File: config.mk
export PLATFORM = sky130hd
export DESIGN_NAME = css_top
export DESIGN_NICKNAME = d
export VERILOG_FILES = /design/src/hw/css_sync.v /design/src/hw/css_vsense.v /design/src/hw/css_top.v
export VERILOG_INCLUDE_DIRS = /design/src /design/src/hw
export SDC_FILE = /design/constraint.sdc
export NUM_CORES = 1
export LEC_CHECK = 0
export ABC_AREA = 1
export BUFFER_PORTS_ARGS = -buffer_cell sky130_fd_sc_hd__buf_2
export CAP_MARGIN = 20
export CORE_MARGIN = 3
export CORE_UTILIZATION = 30
export DETAILED_ROUTE_END_ITERATION = 10
export PLACE_DENSITY_LB_ADDON = 0.3
export SYNTH_ARGS = -nofsm -noshare
export SYNTH_HDL_FRONTEND = slang
export SYNTH_HIERARCHICAL = 1
export SYNTH_SLANG_ARGS = --single-unit
File: constraint.sdc
create_clock -name CLK_SYS -period 1.7 [get_ports CLK_SYS]
set_input_delay 0.255 -clock CLK_SYS [delete_from_list [all_inputs] [get_ports CLK_SYS]]
set_output_delay 0.255 -clock CLK_SYS [all_outputs]
set_load 0.01 [all_outputs]
File: src/hw/css_defines.vh
// Constants for the card status sense block
`ifndef CSS_DEFINES_VH
`define CSS_DEFINES_VH

`define CSS_NUM_SOCKETS 4
`define CSS_CLK_MHZ 200

// Register byte offsets
`define CSS_OFS_IFACE_STATUS 12'h000
`define CSS_OFS_CONTROL 12'h004
`define CSS_OFS_POWER_CONFIG 12'h008
`define CSS_OFS_IRQ_STATUS 12'h00c
`define CSS_OFS_IRQ_MASK 12'h010

// Interface status fields, one byte per socket
`define CSS_IS_DET_ONE 0
`define CSS_IS_DET_TWO 1
`define CSS_IS_GOOD 2
`define CSS_IS_WARN 3
`define CSS_IS_DEAD 4
`define CSS_IS_CHG 5

// Control fields
`define CSS_CTL_PWR_LSB 0
`define CSS_CTL_IO_LSB 4
`define CSS_CTL_SAMPLE 8
`define CSS_CTL_RESET 9'h100

// Power configuration fields, one byte per socket
`define CSS_PC_SENSE_ONE 0
`define CSS_PC_SENSE_TWO 1
`define CSS_PC_VALID 2
`define CSS_PC_ON 3

// Interrupt status layout
`define CSS_IRQ_CHG_LSB 0
`define CSS_IRQ_BATT_LSB 4
`define CSS_IRQ_VS_LSB 8
`define CSS_IRQ_WIDTH 12
`define CSS_IRQ_MASK_RESET 12'h000

// Voltage sense settle time before sampling
`define CSS_VS_SETTLE_NS 100
`define CSS_VS_SETTLE_CYC ((`CSS_VS_SETTLE_NS * `CSS_CLK_MHZ + 999) / 1000)

`endif

File: src/hw/css_sync.v
// Three-stage input synchroniser with agreement filter
`timescale 1ns/1ps
`default_nettype none
module css_sync #(
  parameter W = 4
) (
  input wire CLK_SYS,
  input wire RESETN,
  input wire CE,
  input wire [W-1:0] d,
  output reg [W-1:0] q
);
  reg [W-1:0] s1;
  reg [W-1:0] s2;
  reg [W-1:0] s3;
  integer i;

  // Pins idle high through pull-ups, so reset to ones
  always @(posedge CLK_SYS or negedge RESETN) begin
    if (!RESETN) begin
      s1 <= {W{1'b1}};
      s2 <= {W{1'b1}};
      s3 <= {W{1'b1}};
      q <= {W{1'b1}};
    end else if (CE) begin
      s1 <= d;
      s2 <= s1;
      s3 <= s2;
      for (i = 0; i < W; i = i + 1) begin
        if (s2[i] == s3[i]) begin
          q[i] <= s3[i]; // RL12
        end
      end
    end
  end
endmodule // css_sync
`default_nettype wire

File: src/hw/css_vsense.v
// Per-socket supply sequencer with voltage sense sampling
`timescale 1ns/1ps
`default_nettype none
`include "css_defines.vh"
module css_vsense (
  input wire CLK_SYS,
  input wire RESETN,
  input wire CE,
  input wire power_req,
  input wire sample_mode,
  input wire sense_one,
  input wire sense_two,
  output reg power_on,
  output reg [1:0] vs_sampled,
  output reg vs_valid,
  output reg done
);
  localparam ST_OFF = 3'b001;
  localparam ST_SAMPLE = 3'b010;
  localparam ST_ON = 3'b100;
  localparam SETTLE_CYC = `CSS_VS_SETTLE_CYC;
  localparam [7:0] SETTLE = SETTLE_CYC[7:0];

  reg [2:0] state;
  reg [7:0] count;

  always @(posedge CLK_SYS or negedge RESETN) begin
    if (!RESETN) begin
      state <= ST_OFF;
      count <= 8'h00;
      power_on <= 1'b0;
      vs_sampled <= 2'b00;
      vs_valid <= 1'b0;
      done <= 1'b0;
    end else if (CE) begin
      done <= 1'b0;
      case (state)
        ST_OFF: begin
          power_on <= 1'b0;
          count <= 8'h00;
          if (power_req && sample_mode) begin
            vs_valid <= 1'b0;
            state <= ST_SAMPLE;
          end else if (power_req) begin
            power_on <= 1'b1;
            state <= ST_ON;
          end
        end
        // Supply stays off until the sense pins have settled
        ST_SAMPLE: begin
          if (!power_req) begin
            state <= ST_OFF;
          end else if (count >= SETTLE - 8'h01) begin
            vs_sampled <= {sense_two, sense_one}; // RL10
            vs_valid <= 1'b1; // RL11
            done <= 1'b1;
            power_on <= 1'b1;
            state <= ST_ON;
          end else begin
            count <= count + 8'h01;
          end
        end
        ST_ON: begin
          if (!power_req) begin
            power_on <= 1'b0;
            state <= ST_OFF;
          end
        end
        default: begin
          state <= ST_OFF;
          power_on <= 1'b0;
        end
      endcase
    end
  end
endmodule // css_vsense
`default_nettype wire

File: src/hw/css_top.v
// Card status sense block: pin sensing, status registers, APB slave
`timescale 1ns/1ps
`default_nettype none
`include "css_defines.vh"
// Contract
// RL1: Both detect inputs high means battery good
// RL2: Detect two low, one high means warning
// RL3: Detect one low means battery dead
// RL4: Card holds status-change high unless both set
// RL5: Card drives status-change low when both set
// RL6: Card changed bit ORs its four flags
// RL7: Detect one level captured in interface status
// RL8: Detect two audio routed to host speaker
// RL9: Detect two level captured in interface status
// RL10: Sample voltage sense before supply on; with control bit 8 clear the supply turns on unsampled
// RL11: Store sampled sense levels in power config
// RL12: Synchronise card inputs before use
module css_top (
  input wire CLK_SYS,
  input wire RESETN,
  input wire CE,
  input wire PSEL,
  input wire PENABLE,
  input wire PWRITE,
  input wire [11:0] PADDR,
  input wire [31:0] PWDATA,
  output reg [31:0] PRDATA,
  output reg PREADY,
  output reg PSLVERR,
  input wire [3:0] BATTERY_DETECT_ONE,
  input wire [3:0] BATTERY_DETECT_TWO,
  input wire [3:0] VOLTAGE_SENSE_ONE,
  input wire [3:0] VOLTAGE_SENSE_TWO,
  output reg HOST_SPEAKER_OUT_N,
  output reg [3:0] SOCKET_POWER_ON,
  output reg IRQ
);
  // Battery condition as one-hot {dead, warn, good}
  function [2:0] css_batt_state;
    input b1;
    input b2;
    begin
      if (!b1) begin
        css_batt_state = 3'b100; // RL3
      end else if (!b2) begin
        css_batt_state = 3'b010; // RL2
      end else begin
        css_batt_state = 3'b001; // RL1
      end
    end
  endfunction

  function css_addr_hit;
    input [11:0] addr;
    input [11:0] ofs;
    begin
      css_addr_hit = (addr == ofs);
    end
  endfunction

  // Power configuration byte of one socket
  function [7:0] css_pc_byte;
    input sense_one;
    input sense_two;
    input valid;
    input on;
    begin
      css_pc_byte = 8'h00;
      css_pc_byte[`CSS_PC_SENSE_ONE] = sense_one;
      css_pc_byte[`CSS_PC_SENSE_TWO] = sense_two;
      css_pc_byte[`CSS_PC_VALID] = valid;
      css_pc_byte[`CSS_PC_ON] = on;
    end
  endfunction

  // Interface status byte of one socket
  function [7:0] css_is_byte;
    input b1;
    input b2;
    input io;
    reg [2:0] batt;
    begin
      batt = css_batt_state(b1, b2);
      css_is_byte = 8'h00;
      css_is_byte[`CSS_IS_DET_ONE] = b1; // RL7
      css_is_byte[`CSS_IS_DET_TWO] = b2; // RL9
      if (io) begin
        css_is_byte[`CSS_IS_CHG] = !b1;
      end else begin
        css_is_byte[`CSS_IS_GOOD] = batt[0];
        css_is_byte[`CSS_IS_WARN] = batt[1];
        css_is_byte[`CSS_IS_DEAD] = batt[2];
      end
    end
  endfunction

  wire [3:0] battery_detect_one;
  wire [3:0] battery_detect_two;
  wire [3:0] voltage_sense_one;
  wire [3:0] voltage_sense_two;
  wire [3:0] card_status_changed_n;
  wire [3:0] card_audio_in_n;
  wire [3:0] pwr_on;
  wire [3:0] vs_valid;
  wire [3:0] vs_done;
  wire [7:0] vs_sampled;

  reg [8:0] control;
  reg [31:0] iface_status;
  reg [11:0] irq_status;
  reg [11:0] irq_mask;
  reg [3:0] prev_chg_n;
  reg [11:0] prev_batt;

  reg [31:0] next_iface_status;
  reg [31:0] power_config;
  reg [11:0] events;
  reg [11:0] next_irq_status;
  reg [11:0] batt_now;
  reg [3:0] spk;
  reg [31:0] rd_mux;
  reg rd_hit;
  integer s;

  wire [3:0] power_req = control[3:0];
  wire [3:0] io_mode = control[7:4];
  wire sample_mode = control[`CSS_CTL_SAMPLE];

  wire setup = PSEL && !PENABLE;
  wire access_done = PSEL && PENABLE && PREADY;
  wire wr_done = access_done && PWRITE && !PSLVERR;
  wire rd_done = access_done && !PWRITE && !PSLVERR;

  // Register decode shared by read-clear, error and write paths
  wire hit_ctrl = css_addr_hit(PADDR, `CSS_OFS_CONTROL);
  wire hit_irqs = css_addr_hit(PADDR, `CSS_OFS_IRQ_STATUS);
  wire hit_mask = css_addr_hit(PADDR, `CSS_OFS_IRQ_MASK);
  // Only control and mask take writes; the rest are views
  wire wr_ok = hit_ctrl || hit_mask;
  wire next_irq = |(next_irq_status & irq_mask);

  // Pins share a status-change and an audio meaning
  assign card_status_changed_n = battery_detect_one;
  assign card_audio_in_n = battery_detect_two;

  // Detect pins and sense pins settle independently
  css_sync #(
    .W(8)
  ) u_sync_batt (
    .CLK_SYS(CLK_SYS),
    .RESETN(RESETN),
    .CE(CE),
    .d({BATTERY_DETECT_TWO, BATTERY_DETECT_ONE}),
    .q({battery_detect_two, battery_detect_one}) // RL12
  );

  css_sync #(
    .W(8)
  ) u_sync_sense (
    .CLK_SYS(CLK_SYS),
    .RESETN(RESETN),
    .CE(CE),
    .d({VOLTAGE_SENSE_TWO, VOLTAGE_SENSE_ONE}),
    .q({voltage_sense_two, voltage_sense_one}) // RL12
  );

  genvar g;
  generate
    for (g = 0; g < 4; g = g + 1) begin : gen_sock
      css_vsense u_vsense (
        .CLK_SYS(CLK_SYS),
        .RESETN(RESETN),
        .CE(CE),
        .power_req(power_req[g]),
        .sample_mode(sample_mode),
        .sense_one(voltage_sense_one[g]),
        .sense_two(voltage_sense_two[g]),
        .power_on(pwr_on[g]),
        .vs_sampled(vs_sampled[2*g+1:2*g]),
        .vs_valid(vs_valid[g]),
        .done(vs_done[g])
      );
    end
  endgenerate

  // Status view and event detection per socket
  always @* begin
    next_iface_status = 32'h00000000;
    power_config = 32'h00000000;
    events = 12'h000;
    batt_now = 12'h000;
    spk = 4'h0;
    for (s = 0; s < 4; s = s + 1) begin
      next_iface_status[8*s+:8] = css_is_byte(battery_detect_one[s],
        battery_detect_two[s], io_mode[s]); // RL7 RL9
      batt_now[3*s+:3] = css_batt_state(battery_detect_one[s],
                                        battery_detect_two[s]);
      // Battery decode is meaningless for an I/O card
      if (!io_mode[s]) begin
        if (batt_now[3*s+:3] != prev_batt[3*s+:3]) begin
          events[`CSS_IRQ_BATT_LSB+s] = 1'b1;
        end
      end else begin
        // Card pulls low only while its changed bit is set
        if (prev_chg_n[s] && !card_status_changed_n[s]) begin
          events[`CSS_IRQ_CHG_LSB+s] = 1'b1; // RL5
        end
        spk[s] = !card_audio_in_n[s]; // RL8
      end
      events[`CSS_IRQ_VS_LSB+s] = vs_done[s];
      power_config[8*s+:8] = css_pc_byte(vs_sampled[2*s],
        vs_sampled[2*s+1], vs_valid[s], pwr_on[s]); // RL11
    end
  end

  // Read of the status register clears, but a new event wins
  always @* begin
    next_irq_status = irq_status;
    if (rd_done && hit_irqs) begin
      next_irq_status = 12'h000;
    end
    next_irq_status = next_irq_status | events;
  end

  always @* begin
    rd_mux = 32'h00000000;
    rd_hit = 1'b1;
    case (PADDR)
      `CSS_OFS_IFACE_STATUS: rd_mux = iface_status;
      `CSS_OFS_CONTROL: rd_mux = {23'h000000, control};
      `CSS_OFS_POWER_CONFIG: rd_mux = power_config;
      `CSS_OFS_IRQ_STATUS: rd_mux = {20'h00000, irq_status};
      `CSS_OFS_IRQ_MASK: rd_mux = {20'h00000, irq_mask};
      default: rd_hit = 1'b0;
    endcase
  end

  // One-cycle access phase: PREADY rises with the access cycle
  always @(posedge CLK_SYS or negedge RESETN) begin
    if (!RESETN) begin
      PREADY <= 1'b0;
    end else if (CE) begin
      PREADY <= setup;
    end
  end

  // Read data stands only in the access cycle
  always @(posedge CLK_SYS or negedge RESETN) begin
    if (!RESETN) begin
      PRDATA <= 32'h00000000;
    end else if (CE) begin
      if (setup) begin
        PRDATA <= PWRITE ? 32'h00000000 : rd_mux;
      end else if (access_done) begin
        PRDATA <= 32'h00000000;
      end
    end
  end

  always @(posedge CLK_SYS or negedge RESETN) begin
    if (!RESETN) begin
      PSLVERR <= 1'b0;
    end else if (CE) begin
      if (setup) begin
        PSLVERR <= !rd_hit || (PWRITE && !wr_ok);
      end else if (access_done) begin
        PSLVERR <= 1'b0;
      end
    end
  end

  always @(posedge CLK_SYS or negedge RESETN) begin
    if (!RESETN) begin
      control <= `CSS_CTL_RESET;
    end else if (CE && wr_done && hit_ctrl) begin
      control <= PWDATA[8:0];
    end
  end

  always @(posedge CLK_SYS or negedge RESETN) begin
    if (!RESETN) begin
      irq_mask <= `CSS_IRQ_MASK_RESET;
    end else if (CE && wr_done && hit_mask) begin
      irq_mask <= PWDATA[11:0];
    end
  end

  // Registered status view and the history edges are found from
  always @(posedge CLK_SYS or negedge RESETN) begin
    if (!RESETN) begin
      iface_status <= 32'h00000000;
      prev_chg_n <= 4'hf;
      prev_batt <= 12'h249;
    end else if (CE) begin
      iface_status <= next_iface_status; // RL7
      prev_chg_n <= card_status_changed_n;
      prev_batt <= batt_now;
    end
  end

  always @(posedge CLK_SYS or negedge RESETN) begin
    if (!RESETN) begin
      irq_status <= 12'h000;
    end else if (CE) begin
      irq_status <= next_irq_status;
    end
  end

  // Sockets mix by exclusive-or, as a single-bit speaker line
  always @(posedge CLK_SYS or negedge RESETN) begin
    if (!RESETN) begin
      HOST_SPEAKER_OUT_N <= 1'b1;
    end else if (CE) begin
      HOST_SPEAKER_OUT_N <= !(^spk); // RL8
    end
  end

  always @(posedge CLK_SYS or negedge RESETN) begin
    if (!RESETN) begin
      SOCKET_POWER_ON <= 4'h0;
    end else if (CE) begin
      SOCKET_POWER_ON <= pwr_on; // RL10
    end
  end

  // Level follows the status it holds next, so a clear drops it at once
  always @(posedge CLK_SYS or negedge RESETN) begin
    if (!RESETN) begin
      IRQ <= 1'b0;
    end else if (CE) begin
      IRQ <= next_irq;
    end
  end
endmodule // css_top
`default_nettype wire

---- After elaboration in Yosys (flattened, before gate mapping) ----
Index checks and enable logic that the tools add are counted.
W data, S select, Z words.
word-level totals
  bits in writable memories ............... 0
  memory bits (read-only) ................. 0
  output and inout port bits .............. 40
  word-level logic and storage cells ...... 338
  input port bits ......................... 66
  flip-flop bits (word level) ............. 241
  memories ................................ 0
  latch bits .............................. 0
operators by class
  div/mod/pow operators ................... 0
  magnitude comparators ................... 4
  shift operators ......................... 0
  eq/ne operators ......................... 64
  multiply operators ...................... 0
  bitwise logic cells ..................... 2
  reductions and logical operators ........ 82
  mux-type cells .......................... 124
  add/sub/neg operators ................... 4
operators with widths
  cell                   count
  $pmux W30 S5           1
  $mux W32               3
  $mux W3                28
  $mux W8                8
  $pmux W8 S2            4
  $reduce_and A4 Y1      16
  $mux W1                63
  $pmux W3 S3            4
  $reduce_and A2 Y1      17
  $add A8 B1 Y8 const B  4
  $ge A8 B5 Y1 const B   4
  $eq A12 B4 Y1 const B  2
  $ne A2 B2 Y1 const B   12
  $ne A3 B2 Y1 const B   8
  $logic_and A1 B1 Y1    20
  $reduce_and A5 Y1      4
  $eq A1 B1 Y1           16
  $ne A2 B1 Y1 const B   8
  $logic_not A1 Y1       14
  $and A12 B12 Y12       1
  $eq A12 B3 Y1 const B  1
  $eq A12 B5 Y1 const B  1
  $eq A3 B1 Y1 const B   4
  $eq A3 B2 Y1 const B   4
  13 further kinds       33

---- Longest topological paths before layout ----
Gate-level depths: netlist (run 1).
  depth in word-level cells ............... 9
  gate-level depth with buffers ........... 14
  depth with buffers taken out ............ 14

---- Modules after synthesis ----
The synthesis (run 1) kept the hierarchy.
by module, submodules not included
  module                                 cells an instance  sequential area each (um^2)  instances  area an instance (um^2)
  css_top                                611                2690.1                       1          5086.1
  css_sync                               167                840.8                        2          1432.6
  css_vsense (gen_sock[0].u_vsense ...)  107                401.6                        2          858.3
  css_vsense (gen_sock[2].u_vsense)      107                401.6                        1          919.6
  css_vsense (gen_sock[3].u_vsense)      105                401.6                        1          843.3

---- Worst setup path after synthesis (run 1) ----
No wires, ideal clock.
  path type ............................... register to register
  from .................................... register PSLVERR
  to ...................................... register IRQ
  data required time ...................... 1.583 ns
  path slack .............................. 0.210 ns
  clock period less this slack ............ 1.490 ns
  path buffers ............................ 1
  cell stages (with the launch flop) ...... 14
  setup time .............................. 0.117 ns
  arrival ................................. 1.373 ns
  cells stage by stage .................... dfrtp_1 > inv_1 > nand2_1 > nor2_1 > nand3_4 > buf_6 > nand2_1 > nand2_1 > nand2_1 > nand2_1 > nor2_1 > nand2_1 > nor2_1 > nor2_1
between the ends
  longest elaborated chain between the ends .. 7
RTL lines
  element                   RTL line       text
  start: declaration        css_top.v:29   output reg PSLVERR,
  start signal: assignment  css_top.v:265  PSLVERR <= !rd_hit || (PWRITE && !wr_ok);
  $logic_not A1 Y1          css_top.v:132  wire rd_done = access_done && !PWRITE && !PSLVERR;
  $logic_and A1 B1 Y1       css_top.v:132
  $logic_and A1 B1 Y1       css_top.v:219  if (rd_done && hit_irqs) begin
  $mux W12                  css_top.v:219
  $or A12 B12 Y12           css_top.v:222  next_irq_status = next_irq_status | events;
  $and A12 B12 Y12          css_top.v:140  wire next_irq = |(next_irq_status & irq_mask);
  $reduce_or A12 Y1         css_top.v:140
  end signal: assignment    css_top.v:331  IRQ <= next_irq;
  end: declaration          css_top.v:36   output reg IRQ
Every way passes these cells.
A chain may end at the register's enable or synchronous reset.

---- Final worst setup path (run 1) ----
Ends and elaborated chain as after synthesis.

==> impl_results.md, run 1 <==
- Mapped Area: 11400 sq um
- Overall Power: 16.2 mW
- Share of cells above drive strength 1: 0.236
- Hold Path Stages: 3
- Top FF cell, synth: dfrtp_1
- Chip width: 201 um
- Synth unique cells: 52
- Max Cap Viol: 0
- WS Path Type: reg -> reg
- FILL cells: 3793
- Core ar.: 37000 sq um
- Layout Utilization: 0.375
- Final Instance Count excl. Fillers: 2039
- Setup TNS: 0 ns
- Hold Violations, Final: 0
- HPWL Detailed: 20500 um
- Crit-path max FO: 6
- I/O Buffers: 79
- Longest Clk Path Bufs: 3
- Starting DRT DRC Count: 458
- Net count, final: 1585
- Drt wl/cell: 13.9 um
- Die area: 40500 sq um
- Setup Skew: 0.0124 ns
- #FFs+latches synth: 235
- Initial antenna violation count: 0
- Global-route wire length before repair: 47100 um
- Via count: 9084
- Layer with the highest usage: met2
- Hold Path End: control[8]$_DFFE_PN1P_
- Area Growth Syn to Fin: 21.5%
- CTS clock-pin slew for the worst setup and hold paths: 0.07 ns
- Async set-reset flop share out of synthesis: 1.00
- Starting Density: 0.309
- Fin. max-slew vios: 0
- Cell area after layout: 13900 sq um
- Worst reg2reg endpoint: IRQ$_DFFE_PN0P_
- Worst Path Required: 2.12 ns
- Power Density: 1160 nW/um^2
- Grt met2 use: 0.227
- DR pass1 iterations: 5
- Crit. End Element: flop
- Unrepaired setup endpoints after global routing: true
- Vias in the first global route: 9026
- Hold WC Path Type: in -> reg
- Multi-input logic area: 4410 sq um
- Drt drc: 0
- Worst r2r path cells: 12
- Vias per cell: 4.46
- Reg area: 5980 sq um
- Mean area per synthesized cell: 8.34 sq um
- GRT Total Usage: 0.140
- Tmin final: 1.68 ns
- Gr ovfl total: 0
- Largest net degree at the start of global routing: 67
- IO Pins: 106
- Clk_lat worst skew: 0.53 ns
- CP arrival: 2.10 ns
- Flop2flop setup slack: 0.02 ns
- Final period util: 0.986
- Clock sink count: 235
- Setup Viol. Count Final: 0
- Placed inst area: 12700 sq um
- Peak supply drop: 645 uV
- CTS H-Tree Depth: 1
- Post-Syn Instances: 1371
- Reg-to-reg startpoint: PSLVERR$_DFFE_PN0P_
- F_max: 0.596 GHz
- CP Launch Type: flop
- Met3 Usage GRT: 0.0201
- Synth warnings: 6
- Pleak: 6.98 nW
- Total CTS buffers: 27
- RD Place Congestion: 0.828
- Rows: 70
- Sequential area share after synthesis: 0.523
- HP Start: PWDATA[8]
- Dpl cells: 1966
- Die Ht: 201 um
- EDFF count, synth: 0
- Post-DRT Antenna Nets: 0
- Clock Tree Root: clkbuf_16
- CTS tree: built
- Post-Route WL: 28300 um
- Status: finished, final reports clean
- ANT cells: 0
- Met1 GRT Util: 0.197
[flip-flops by register name (all words and copies together), names as in the netlist, 9 cells and up]
name                     cells
control                      9
irq_status                  12
gen_sock.u_vsense/count     32
PRDATA                      26
prev_batt                   12
irq_mask                    12
gen_sock.u_vsense/state     12
iface_status                24
[repair_timing]
item	4_1_cts	5_1_grt
buffers inserted	0	3
setup endpoints to repair	13	12
hold buffers	20	0
cloned	0	1
endpoints found under the hold margin	77	0
pin swaps	1	6
gates resized for setup	3	13
[per-layer routing]
metal / share of wire / up-vias
met1: 0.47 / 4298
li1: - / 4605
met2: 0.46 / 147
met5: 0 / -
met4: 0.024 / 0
met3: 0.044 / 34
[cell usage after synthesis, types with 13 or more instances]
cell type,count,share of area
o21ai_1,34,0.015
nand4_1,15,0.0082
nand3_1,57,0.025
dfstp_2,78,0.18
dfrtp_1,157,0.34
nand3_2,13,0.011
nand2_2,20,0.011
a21oi_1,23,0.010
inv_2,22,0.0072
o21ai_0,82,0.036
a22o_1,13,0.010
buf_6,15,0.015
nor2_1,87,0.029
inv_1,184,0.060
nand2_1,428,0.14
[logic make-up (layout without fill, tap and decap cells)]
kind of cell	count (synthesis)	count (layout)	share of synthesized area
simple gates	652	653	0.251
buf+inv	257	415	0.0992
fa+ha+maj	4	4	0.00438
compound gates	210	210	0.112
xor+xnor	9	9	0.00690
other cells	1	6	0.000328
mux	3	3	0.00296
flops	235	235	0.523
[worst max-delay path by stage]
stage,from,endpoint,slack [ns],cells past startpoint
global placement,PADDR[7],IRQ$_DFFE_PN0P_,-0.17,13
finish,PSLVERR$_DFFE_PN0P_,IRQ$_DFFE_PN0P_,0.02,12
floorplan,PSLVERR$_DFFE_PN0P_,IRQ$_DFFE_PN0P_,0.21,13
CTS,PSLVERR$_DFFE_PN0P_,IRQ$_DFFE_PN0P_,0.007,12
global route,PSLVERR$_DFFE_PN0P_,IRQ$_DFFE_PN0P_,-0.07,12
detailed placement,PADDR[7],IRQ$_DFFE_PN0P_,-0.17,13
[layout make-up]
class	instances	area share
clock buffer	41	0.0567
sequential	235	0.430
inverter	213	0.0581
timing repair buffer	153	0.0813
clock inverter	8	0.0105
tap	504	0.0454
multi-input combinational	885	0.317
[layout by cell type (no fill, tap or decap), drive strengths merged, types with 6 or more instances in the layout]
master	Yosys	layout
nor2	97	97
clkinv	5	8
o22ai	11	11
clkbuf	11	41
nand4	15	15
dfstp	78	78
inv	208	208
dfrtp	157	157
o21ai	127	127
a22o	13	13
conb	1	6
a32o	6	6
a31oi	8	8
a21oi	26	26
buf	33	133
nand2	454	454
dlygate4sd3	0	20
nand3	73	74
[where the power goes]
part	switching, mW	internal, mW
Sequential	0.562	6.55
Clock	2.28	3.79
Combinational	1.92	1.06
[critical path, stage by stage (launching register included)]
cell	delay, ns
dfrtp_2	0.44
inv_1	0.08
nand2_2	0.07
nor2_4	0.19
nand3_4	0.18
nand2_2	0.13
nand2_1	0.06
nand2_1	0.05
nand2_1	0.07
nor2_1	0.10
nand2_1	0.06
nor2_1	0.09
nor2_1	0.05
[per-stage QoR]
stage	hold slack, ns	setup WS [ns]
after floorplan	-0.0406	0.210
after global placement	0.198	-0.172
after detailed placement	0.201	-0.171
after CTS	0.00744	0.00699
after global routing	0.0268	-0.0692
final	0.0142	0.0230
Note: power is estimated with default switching activity, not from simulation.
==> run 2: changes to the inputs <==
--- a/config.mk
+++ b/config.mk
@@ -12,7 +12,9 @@
 export CORE_MARGIN = 3
 export CORE_UTILIZATION = 30
 export DETAILED_ROUTE_END_ITERATION = 10
-export PLACE_DENSITY_LB_ADDON = 0.3
+export PLACE_DENSITY_LB_ADDON = 0.2
+export SETUP_SLACK_MARGIN = 0.4
+export SKIP_CTS_REPAIR_TIMING = 1
 export SYNTH_ARGS = -nofsm -noshare
 export SYNTH_HDL_FRONTEND = slang
 export SYNTH_HIERARCHICAL = 1
==> run 2 against run 1 <==
Combinational power grew 33%. Largest power group unchanged. Clock power grew 8.9%. Critical endpoint is now irq_mask[10]$_DFFE_PN0P_. The flow now finishes with violations (hold timing). Setup slack gained 0.082 ns. Total power grew 9.4%. Largest cell class unchanged. Final area grew 9.7%. Critical path depth shrank 8.
==> impl_results.md, run 2 (synthesized netlist as in run 1, its figures left out) <==
- Status: finished, violations left
- Failing checks: hold timing
- Max Cap Viol: 0 (unchanged)
- Fin. max-slew vios: 0 (unchanged)
- Die Ht: 201 um (unchanged)
- Worst Path Required: 2.13 ns (about the same)
- Drt wl/cell: 14.6 um (+5.1%)
- Hold WS: -0.00568 ns (-0.0199 ns)
- Final period util: 0.938 (-0.0481)
- Post-DRT Antenna Nets: 0 (unchanged)
- F_max: 0.627 GHz (+5.1%)
- RD Place Congestion: 0.815 (-1.6%)
- Post-Route WL: 30600 um (+8.3%)
- DR pass1 iterations: 5 (unchanged)
- Hold Violations, Final: 2 (+2)
- Via count: 9461 (+4.2%)
- Clock sink count: 235 (unchanged)
- Crit-path max FO: 6 (unchanged)
- Largest net degree at the start of global routing: 75 (+12%)
- Longest Clk Path Bufs: 3 (unchanged)
- Setup TNS: 0 ns (unchanged)
- Net count, final: 1646 (+3.8%)
- Clk_lat worst skew: 0.55 ns (+0.02 ns)
- Largest regs: gen_sock.u_vsense/count: 32 flops, PRDATA: 26 flops, iface_status: 24 flops
- Most flops, register: gen_sock.u_vsense/count
- WS Path Type: reg -> reg
- Share of cells above drive strength 1: 0.349 (+0.112)
- Crit. End Element: flop
- Delay-heaviest family, CP: simple AND/OR/NAND/NOR gates
- CP arrival: 2.02 ns (-0.08 ns)
- I/O Buffers: 79 (unchanged)
- GRT Total Usage: 0.141 (+0.00107)
- Initial antenna violation count: 0 (unchanged)
- Clock Tree Root: clkbuf_16
- Total CTS buffers: 29 (+7.4%)
- Core ar.: 37000 sq um (unchanged)
- Global-route wire length before repair: 47100 um (about the same)
- Rows: 70 (unchanged)
- Final Instance Count excl. Fillers: 2102 (+3.1%)
- Vias per cell: 4.50 (+1.0%)
- FILL cells: 3720 (-1.9%)
- Area Growth Syn to Fin: 33.4%
- Chip width: 201 um (unchanged)
- Drt drc: 0 (unchanged)
- Pleak: 7.53 nW (+7.9%)
- Crit-path cells: buf_4 > nor4_4 > nand2_4 > mux2_1
- CP max stage delay: 0.40 ns (-0.04 ns)
- Tmin final: 1.60 ns (-0.0818 ns)
- Largest register FFs: 32 (unchanged)
- Starting Density: 0.309 (unchanged)
- Most frequent cells in the layout: nand2_1, inv_1, dfrtp_1
- Commonest non-fill, non-tap cell in the layout: nand2_1
- CP Launch Type: flop
- Hold WC Path Type: in -> reg
- HPWL Detailed: 20700 um (+1.2%)
- Die area: 40500 sq um (unchanged)
- Unrepaired setup endpoints after global routing: true
- Power Density: 1160 nW/um^2 (-0.28%)
- Starting DRT DRC Count: 567 (+24%)
- Setup Viol. Count Final: 0 (unchanged)
- CTS H-Tree Depth: 1 (unchanged)
- Peak supply drop: 693 uV (+7.4%)
- Slowest-stage cell, CP: dfrtp_1
- WP buf/inv: 1 (unchanged)
- CTS tree: built
- Dpl cells: 1972 (+0.31%)
- Gr ovfl total: 0 (unchanged)
- Setup Skew: 0.0104 ns (-0.00201 ns)
- Vias in the first global route: 8641 (-4.3%)
- Cell area after layout: 15200 sq um (+9.7%)
- IO Pins: 106 (unchanged)
- Placed inst area: 12800 sq um (+0.79%)
- ANT cells: 0 (unchanged)
- CTS clock-pin slew for the worst setup and hold paths: 0.06 ns (about the same)
## run 2: changes by cell type in the layout (fill, tap and decap cells not counted), moves of 11 or more
cell	previous run	this run
nand2_4	5	26
nor2_1	86	70
o21ai_0	82	71
buf_6	1	24
nand3_1	56	45
nand2_2	29	72
inv_1	184	171
buf_4	45	77
nand2_1	419	355
## run 2: worst min-delay path, cell delays in order
cell	delay, ns
buf_2	0.10
inv_1	0.08
o21ai_1	0.07
## run 2: layout make-up
type | instances | area (sq um) | area share
inverters | 213 | 832 | 0.0546
clock inverters | 15 | 230 | 0.0151
clock buffers | 38 | 800 | 0.0524
well taps | 504 | 631 | 0.0414
repair buffers | 207 | 1680 | 0.110
flip-flops and latches | 235 | 5990 | 0.393
multi-input cells | 890 | 5080 | 0.333
## run 2: final timing paths
path | from | end | slack [ns] | cells past startpoint
max | PSLVERR$_DFFE_PN0P_ | irq_mask[10]$_DFFE_PN0P_ | 0.10 | 4
min | PWDATA[4] | control[4]$_DFFE_PN0P_ | -0.006 | 3
max reg2reg | PSLVERR$_DFFE_PN0P_ | irq_mask[10]$_DFFE_PN0P_ | 0.10 | 4
min reg2reg | u_sync_sense/s1[7]$_DFFE_PN1P_ | u_sync_sense/s1[7]$_DFFE_PN1P_ | 0.46 | 2
max in group asynchronous | RESETN | gen_sock[0].u_vsense/state[0]$_DFFE_PN1P_ | 0.78 | 3
min in group asynchronous | RESETN | gen_sock[2].u_vsense/count[4]$_DFFE_PN0P_ | 0.24 | 2
## run 2: per-layer routing
metal  routed length (um)  GRT usage  vias up  part of all wire
met5                    0          0        -                 0
met4                  679     0.0326        0             0.022
met3                 1100     0.0183       40             0.036
met2                13700      0.216      160              0.45
met1                15100      0.213     4512              0.49
li1                     -          -     4749                 -
## run 2: stage by stage
| stage | utilization | hold slack [ns] | total power [mW] | setup WS [ns] |
|---|---|---|---|---|
| finish | 0.411 | -0.00568 | 17.7 | 0.105 |
| global route | 0.411 | 0.0117 | 18.7 | -0.0180 |
| global placement | 0.345 | 0.216 | 10.2 | -0.149 |
| floorplan | - | -0.0406 | 9.17 | 0.243 |
| detailed placement | 0.345 | 0.217 | 10.2 | -0.121 |
| CTS | 0.372 | -0.365 | 17.0 | 0.0238 |
## run 2: power by group
part           internal, mW  switching [mW]
logic                  1.58            2.37
clock network          4.20            2.41
registers              6.56           0.574
total                  12.3            5.36
